[src/hw/drive_opt_pkg.sv]
// Package with configuration groups, constants and types for the drive option logic
package drive_opt_pkg;

    // Option jumpers, sampled once at reset release except test_select, which is read live
    typedef struct packed {
        logic ready_fitted;                // Ready output fitted
        logic spindle_speed_ok_enable;     // Spindle-status output fitted
        logic solenoid_jumper;             // In-use controls the solenoid
        logic latch_held_variant;          // Held-latch solenoid variant
        logic plain_energize_variant;      // Plain energize solenoid variant
        logic media_swap_flag;             // Media-swap output fitted
        logic double_side_flag;            // Double-sided output fitted
        logic inhibit_protected_writes;    // Write gate blocked on protected media
        logic permit_all_writes;           // Writes allowed on any media
        logic host_controls_write_current; // Host line selects write current
        logic auto_write_current_by_track; // Track position selects write current
        logic self_test_enable;            // Diagnostic jumper
        logic [3:0] test_select;           // Test-select jumpers (bits 3:0 of the jumper word)
    } straps_t;

    // Host-driven interface lines, active low where marked
    typedef struct packed {
        logic drive_select_n;     // Drive select
        logic in_use_n;           // In-use request
        logic write_gate_n;       // Write gate
        logic write_current_n;    // Host write-current select
    } host_in_t;

    // Drive-internal sensor and position status
    typedef struct packed {
        logic       ready;          // Drive ready
        logic       speed_ok;       // Spindle at speed
        logic       lever_open;     // Door lever open
        logic       second_index;   // Second index hole seen
        logic       write_protect;  // Media write protected
        logic       sector_hole;    // Index sensor pulse
        logic [6:0] track;          // Current head track
    } sensors_t;

    localparam logic [6:0] WC_SWITCH_TRACK = 7'h2b;  // Track 43
    localparam logic [4:0] TEST_COUNT      = 5'h10;  // Sixteen diagnostic tests
    localparam logic       OUT_IDLE        = 1'h1;   // Inactive level of low-true outputs

endpackage

[src/hw/drive_options.sv]
// Option-dependent interface status and control logic of the flexible disk drive
// Operation
// - Ready and spindle-status outputs each need their option
// - No solenoid jumper: latch solenoid when selected
// - Plain variant energizes solenoid while in-use low
// - Held variant latches until select edge sees in-use high
// - Lever open sets media-swap until next deselect
// - Media-swap output only when its option fitted
// - Second index hole drives double-sided low when selected
// - Double-sided output only when its option fitted
// - Write-inhibit option blocks write gate on protected media
// - Permit-all-writes allows writing, still reports protection
// - Host write-current option follows host line
// - Automatic write-current switches at track 43
// - Diagnostic mode selects one of sixteen tests
// - Diagnostic entry only via jumper at power-up
// - Sector pulses come from the index sensor
// - Drive select is active low, enables the drive
`timescale 1ns/1ps
module drive_options (
    input  wire logic                    clk_sys,          // 250 MHz system clock
    input  wire logic                    srst,             // Synchronous reset, active high
    input  wire drive_opt_pkg::straps_t  straps,           // Option jumpers
    input  wire drive_opt_pkg::host_in_t host_in,          // Host interface lines
    input  wire drive_opt_pkg::sensors_t sensors,          // Drive sensors
    output logic                         ready_n,          // Ready, low true
    output logic                         ready_oe,         // Ready driven onto interface
    output logic                         speed_ok_n,       // Spindle-status, low true
    output logic                         speed_ok_oe,      // Spindle-status driven (shares motor_input_three)
    output logic                         media_swap_n,     // Media-swap, low true
    output logic                         media_swap_oe,    // Media-swap driven
    output logic                         double_side_n,    // Double-sided, low true
    output logic                         double_side_oe,   // Double-sided driven
    output logic                         write_protect_n,  // Write-protect status, low true
    output logic                         write_enable,     // Write circuitry enabled
    output logic                         high_current,     // Reduced/alternate write current select
    output logic                         solenoid_on,      // Lever-lock solenoid drive
    output logic                         sector_pulse,     // Index/sector pulse toward timing logic
    output logic                         self_test_mode,   // Diagnostic mode active
    output logic [3:0]                   test_number       // Selected diagnostic test
);

    // Captured jumpers; all option decoding except test_select reads only these after release
    drive_opt_pkg::straps_t cfg_ff;
    logic                   cfg_taken_ff;

    // Select history and latched lever events
    logic                   sel_prev_ff;
    logic                   held_ff;
    logic                   swap_pend_ff;

    // Decoded select and its edges
    logic                   selected;
    logic                   sel_rise;
    logic                   sel_fall;

    // Select is low true; edges are taken from the registered previous level
    assign selected = ~host_in.drive_select_n;
    assign sel_rise = selected & ~sel_prev_ff;
    assign sel_fall = ~selected & sel_prev_ff;

    // Jumpers caught once after reset release; later changes are ignored until the next reset, except test_select, which test_number follows live
    always_ff @(posedge clk_sys)
    begin
        if (srst)
        begin
            cfg_ff       <= '0;
            cfg_taken_ff <= 1'h0;
        end
        else if (!cfg_taken_ff)
        begin
            cfg_ff       <= straps;
            cfg_taken_ff <= 1'h1;
        end
    end

    // Previous select level for edge detection
    // Resets to the unselected idle level, so a released reset never fakes a deselect edge
    always_ff @(posedge clk_sys)
    begin
        if (srst)
            sel_prev_ff <= 1'h0;
        else
            sel_prev_ff <= selected;
    end

    // Ready and spindle-status, independent options; host must not use motor_input_three meanwhile
    always_ff @(posedge clk_sys)
    begin
        if (srst)
        begin
            ready_n     <= drive_opt_pkg::OUT_IDLE;
            ready_oe    <= 1'h0;
            speed_ok_n  <= drive_opt_pkg::OUT_IDLE;
            speed_ok_oe <= 1'h0;
        end
        else
        begin
            ready_oe    <= cfg_ff.ready_fitted;
            speed_ok_oe <= cfg_ff.spindle_speed_ok_enable;
            ready_n     <= ~(cfg_ff.ready_fitted & selected & sensors.ready);
            speed_ok_n  <= ~(cfg_ff.spindle_speed_ok_enable & selected & sensors.speed_ok);
        end
    end

    // Held-latch state: set on in-use with select, cleared only by a select edge seeing in-use high
    // Deselecting with in-use still low keeps the lever locked, so the host must release it on purpose
    always_ff @(posedge clk_sys)
    begin
        if (srst)
            held_ff <= 1'h0;
        else if (sel_rise && host_in.in_use_n)
            held_ff <= 1'h0;
        else if (selected && !host_in.in_use_n)
            held_ff <= 1'h1;
    end

    // Solenoid drive per lever-lock variant
    always_ff @(posedge clk_sys)
    begin
        if (srst)
            solenoid_on <= 1'h0;
        else if (!cfg_ff.solenoid_jumper)
            solenoid_on <= selected;
        else if (cfg_ff.latch_held_variant)
            solenoid_on <= held_ff | (selected & ~host_in.in_use_n);
        else if (cfg_ff.plain_energize_variant)
            solenoid_on <= ~host_in.in_use_n;
        else
            solenoid_on <= 1'h0;
    end

    // Media-swap pending: lever open sets it, end of the next select clears; set wins
    always_ff @(posedge clk_sys)
    begin
        if (srst)
            swap_pend_ff <= 1'h0;
        else if (sensors.lever_open)
            swap_pend_ff <= 1'h1;
        else if (sel_fall)
            swap_pend_ff <= 1'h0;
    end

    // Select-gated media-swap and double-sided outputs
    always_ff @(posedge clk_sys)
    begin
        if (srst)
        begin
            media_swap_n   <= drive_opt_pkg::OUT_IDLE;
            media_swap_oe  <= 1'h0;
            double_side_n  <= drive_opt_pkg::OUT_IDLE;
            double_side_oe <= 1'h0;
        end
        else
        begin
            media_swap_oe  <= cfg_ff.media_swap_flag;
            media_swap_n   <= ~(cfg_ff.media_swap_flag & selected & swap_pend_ff);
            double_side_oe <= cfg_ff.double_side_flag;
            double_side_n  <= ~(cfg_ff.double_side_flag & selected & sensors.second_index);
        end
    end

    // Write lockout and write-protect status; status is reported in every write option
    always_ff @(posedge clk_sys)
    begin
        if (srst)
        begin
            write_enable    <= 1'h0;
            write_protect_n <= drive_opt_pkg::OUT_IDLE;
        end
        else
        begin
            write_protect_n <= ~(selected & sensors.write_protect);
            if (cfg_ff.inhibit_protected_writes && !cfg_ff.permit_all_writes)
                write_enable <= selected & ~host_in.write_gate_n & ~sensors.write_protect;
            else
                write_enable <= selected & ~host_in.write_gate_n;
        end
    end

    // Write-current select: host line or track position; neither option keeps normal current
    // Unsigned compare: every track from the switch point inward uses the alternate current
    always_ff @(posedge clk_sys)
    begin
        if (srst)
            high_current <= 1'h0;
        else if (cfg_ff.host_controls_write_current)
            high_current <= ~host_in.write_current_n;
        else if (cfg_ff.auto_write_current_by_track)
            high_current <= (sensors.track >= drive_opt_pkg::WC_SWITCH_TRACK);
        else
            high_current <= 1'h0;
    end

    // Sector timing passes the index sensor through one register
    // The register keeps the output on a flip-flop at the cost of one cycle of index delay
    always_ff @(posedge clk_sys)
    begin
        if (srst)
            sector_pulse <= 1'h0;
        else
            sector_pulse <= sensors.sector_hole;
    end

    // Diagnostic mode fixed from reset; test code follows the select jumpers
    always_ff @(posedge clk_sys)
    begin
        if (srst)
        begin
            self_test_mode <= 1'h0;
            test_number    <= 4'h0;
        end
        else
        begin
            self_test_mode <= cfg_ff.self_test_enable;
            test_number    <= cfg_ff.self_test_enable ? straps.test_select : 4'h0;
        end
    end

endmodule

[config.mk]
export PLATFORM = sky130hd
export DESIGN_NAME = drive_options
export DESIGN_NICKNAME = d
export VERILOG_FILES = /design/src/hw/drive_opt_pkg.sv /design/src/hw/drive_options.sv
export SDC_FILE = /design/constraint.sdc
export NUM_CORES = 1
export LEC_CHECK = 0
export BUFFER_PORTS_ARGS = -buffer_cell sky130_fd_sc_hd__buf_2
export CAP_MARGIN = 30
export CORE_UTILIZATION = 40
export CTS_BUF_LIST = sky130_fd_sc_hd__clkbuf_4
export DETAILED_ROUTE_END_ITERATION = 10
export GPL_ROUTABILITY_DRIVEN = 0
export PLACE_DENSITY = 0.74
export REMOVE_ABC_BUFFERS = 1
export SYNTH_ARGS = -nofsm -noshare
export SYNTH_HDL_FRONTEND = slang
export SYNTH_SLANG_ARGS = --single-unit
[constraint.sdc]
create_clock -name clk_sys -period 1.1 [get_ports clk_sys]
set_input_delay 0.055 -clock clk_sys [delete_from_list [all_inputs] [get_ports clk_sys]]
set_output_delay 0.055 -clock clk_sys [all_outputs]
set_load 0.05 [all_outputs]
# Word level (Yosys, flattened, before mapping)
# Cells that the tools add are included.
dict set report op_classes {
  n_shift 0
  add_sub_neg 0
  multipliers 0
  div 0
  muxes 9
  n_reduce_logical 8
  eq_ne 0
  n_bitwise 27
  magnitude_cmp 1
}
# op n
set op_table {}
lappend op_table {{$and A1 B1 Y1} 14}
lappend op_table {{$not A1 Y1} 12}
lappend op_table {{$mux W1} 9}
lappend op_table {{$ge A7 B6 Y1 const B} 1}
lappend op_table {{$reduce_or A2 Y1} 2}
lappend op_table {{$logic_and A1 B1 Y1} 3}
lappend op_table {{$logic_not A1 Y1} 2}
lappend op_table {{$reduce_bool A2 Y1} 1}
lappend op_table {{$or A1 B1 Y1} 1}
dict set report word_totals {
  wordCells 76
  output_inout_bits 18
  ff_bits 34
  latch_bits 0
  memories 0
  ram_bits 0
  rom_bits 0
  in_bits 35
}

# Depth between registers and ports, before layout
dict set report logic_depth {
  depth_word 5
  mapped_depth 3
}

# Worst setup path after synthesis
# Ideal clock, no wire load.
dict set report synth_timing {
  path_type {reg2reg}
  startpoint {register cfg_taken_ff}
  endpoint {register cfg_ff[8] (netlist bit)}
  t_required_ns 0.983
  n_path_buf 1
  path_stages_with_launch 4
  t_arrival_ns 0.760
  path_slack_ns 0.223
  cell_sequence {dfxtp_1 -> buf_6 -> mux2i_1 -> nor2_1}
}
# element line
set synth_lines {}
lappend synth_lines {{start: declaration} drive_options.sv:45} ;# logic cfg_taken_ff;
lappend synth_lines {{start signal: assignment} drive_options.sv:68} ;# cfg_taken_ff <= 1'h0;
lappend synth_lines {{start signal: assignment} drive_options.sv:73} ;# cfg_taken_ff <= 1'h1;
lappend synth_lines {{end signal: assignment} drive_options.sv:72} ;# cfg_ff <= straps;
lappend synth_lines {{end: declaration} drive_options.sv:44} ;# drive_opt_pkg::straps_t cfg_ff;

# Worst setup path after layout
dict set report layout_timing {
  startpoint {input host_in[3] (netlist bit)}
  endpoint {register speed_ok_n}
}
dict set report layout_via {
  elab_chain_cells 4
}
# element line
set layout_lines {}
lappend layout_lines {{start: declaration} drive_options.sv:24} ;# input wire drive_opt_pkg::host_in_t host_in,
lappend layout_lines {{$not A1 Y1} drive_options.sv:58} ;# assign selected = ~host_in.drive_select_n;
lappend layout_lines {{$and A1 B1 Y1 (2 in a row)} drive_options.sv:102} ;# speed_ok_n <= ~(cfg_ff.spindle_speed_ok_enable & selected & sensors.speed_ok);
lappend layout_lines {{$not A1 Y1} drive_options.sv:102}
lappend layout_lines {{end signal: assignment} drive_options.sv:94} ;# speed_ok_n <= drive_opt_pkg::OUT_IDLE;
lappend layout_lines {{end signal: assignment} drive_options.sv:102}
lappend layout_lines {{end: declaration} drive_options.sv:28} ;# output logic speed_ok_n,
# Every way passes these cells.
# A chain may end at the register's enable or synchronous reset.

==> impl_metrics.toml <==
[critical_path]
crit_path_start_kind = "input pin"
cp-end-kind = "flip-flop"
setup.worst_path.class = "input pin to flip-flop"
r2r_start = "cfg_ff[6]"
worstPathRequired_ns = 1.31
regToRegSetupSlack_ns = 0.12
reg2reg_to = "high_current"
critPathMaxFanout = 6
reg2reg_depth = 3
cp_data_arrival_time_ns = 1.24

[placement]
pre_cts_slack_ns = 0.130
dp.final_hpwl_um = 1580
portBuffers = 52
post_dp_cell_area_um2 = 1380

[synth]
ys_ff_latch = 34
avgSynthCellArea_um2 = 10.8
ys_types = 20
netlist_instances = 100
yosysWarnings = 0
synth_area_um2 = 1080
synth-seq-area-share = 0.632

[grt]
overflow = 0
grt_max_degree = 16
grtUsageTotal = 0.183
grt_pass1_wl_um = 3620
grt_pass1_vias = 888
antenna_found_initial = 0

[clock_network]
clockBufferDepth = 2
h-tree-depth = 2
cts.sinks = 34
cts_tree = "yes"
clock_latency_ns = 0.33
cts_made_buffers = 5
clkTransAtPathRegs_ns = 0.10
clockRootBuffer = "clkbuf_4"

[floorplan]
start_util = 0.431
num_rows = 18
die_w_um = 53.9
io_pins = 53
die_area_um2 = 2900
fp.dieH_um = 53.9
core_um2 = 2500

[timing]
setup_ws_ns = 0.0672
rsz0062_at_grt = "no"
fin_crit_sh = 0.939
slew_headroom = 0.717
tightestPinTransition_ns = 0.424
fin_skew_ns = 0.0102
setup_viol = 0
report.final.slew_viol_count = 0
hold_slack_ns = 0.0262
max_freq_ghz = 0.968
finalHoldViolCount = 0
period_needed_ns = 1.03
tns_ns = 0

[route]
dr.pass1.iters = 4
top_layer = "met4"
avgViaCountPerCell = 4.62
met3_length_um = 154
met1_length_um = 944
vias = 989
routed-wl-met2_um = 1280
routed_wl_um = 2410
drc = 0
drtAntennaViolNets = 0
wire_per_inst_um = 11.3
drt_iter0_markers = 1

[min_path]
hold_path_end = "solenoid_on"
hold_path_class = "input pin to flip-flop"
whs_path_depth = 4
hp-start = "host_in[2]"

[pwr]
p_leak_nw = 0.807
ir_drop_mv = 1.03
powerDensity_nw_per_um2 = 1380

[finish]
area_growth_pct = 55.6
largest_reg_flops = 12
diodes = 0
finalNetCount = 218
final_util = 0.671
layout-drive-gt1-share = 0.348
layout_commonest_cell = "buf_2"
largest_registers = "cfg_ff x12, test_number x4"
layout_common_cells = "52 x buf_2, 34 x dfxtp_1, 24 x dlygate4sd3_1, 19 x nor2_1, 12 x mux2i_1"
regMostFlops = "cfg_ff"
stdcell_area_um2 = 1680

[job]
cap_violations = 0

[outcome]
status = "complete, no violations"
-- what timing repair did --
action | CTS | global route
hold buffers | 24 | 0
gates resized for setup | 0 | 1
endpoints found under the hold margin | 23 | 0
setup endpoints to repair | 0 | 1
setup buffers | 0 | 0
-- layout make-up --
cell class	count	area (um^2)
Sequential cell	34	681
Inverter	2	7.51
Timing Repair Buffer	79	523
Multi-Input combinational cell	61	374
Fill cell	205	823
Tap cell	30	37.5
Clock buffer	6	45.0
Clock inverter	2	8.76
-- worst max path at each step --
stage / slack [ns] / from / endpoint
final: 0.07 / host_in[3] / speed_ok_n
after global routing: 0.01 / host_in[3] / speed_ok_n
after CTS: 0.07 / host_in[3] / speed_ok_n
after detailed placement: 0.13 / cfg_ff[6] / high_current
after global placement: 0.22 / srst / media_swap_n
after floorplan: 0.07 / cfg_taken_ff / cfg_ff[10]
-- report_power, final --
part | leakage (nW) | internal, W | switching (W) | total [W]
clock | 0.0331 | 0.000265 | 0.000392 | 0.000657
combinational | 0.494 | 0.000168 | 0.000177 | 0.000345
sequential | 0.280 | 0.00129 | 0.0000271 | 0.00132
total | 0.807 | 0.00172 | 0.000596 | 0.00232
-- synth_stat cells --
cell type | n | area, um^2
a211oi_1 | 1 | 7.51
a21oi_1 | 1 | 5.00
a31oi_1 | 1 | 6.26
and2_1 | 4 | 25.0
buf_2 | 2 | 10.0
buf_6 | 1 | 11.3
dfxtp_1 | 34 | 681
inv_1 | 2 | 7.51
mux2_2 | 1 | 11.3
mux2i_1 | 12 | 120
nand2_1 | 5 | 18.8
nand3_1 | 4 | 20.0
nor2_1 | 19 | 71.3
nor2b_1 | 6 | 37.5
nor4_1 | 1 | 6.26
nor4bb_1 | 1 | 10.0
o21a_1 | 1 | 7.51
o21ai_0 | 2 | 10.0
o21ai_1 | 1 | 5.00
o22ai_1 | 1 | 6.26
-- per-stage QoR --
step           power (W)  instances
2_1_floorplan    0.00150         97
3_3_place_gp     0.00161        182
3_5_place_dp     0.00162        182
4_1_cts          0.00233        214
5_1_grt          0.00243        214
6_report         0.00232        214
-- kinds of logic (layout without fill, tap and decap cells) --
logic type,after synthesis,after routing,synth area share
AOI/OAI and AO/OA,8,8,0.0441
muxes,13,13,0.122
and+or+nand+nor,40,40,0.175
DFF,34,34,0.632
buffers and inverters,5,89,0.0267
-- routing by layer --
metal  global-route usage  vias to the layer above
met2                0.344                       39
met4               0.0789                        0
met1                0.180                      449
li1                     -                      496
met5                    0                        -
met3               0.0593                        5
-- worst max-delay path, cell delays in order --
cell	delay, ns
dlygate4sd3_1	0.53
buf_2	0.16
nor2_1	0.36
nand3_1	0.13
Power figures use the tool's default switching activity.
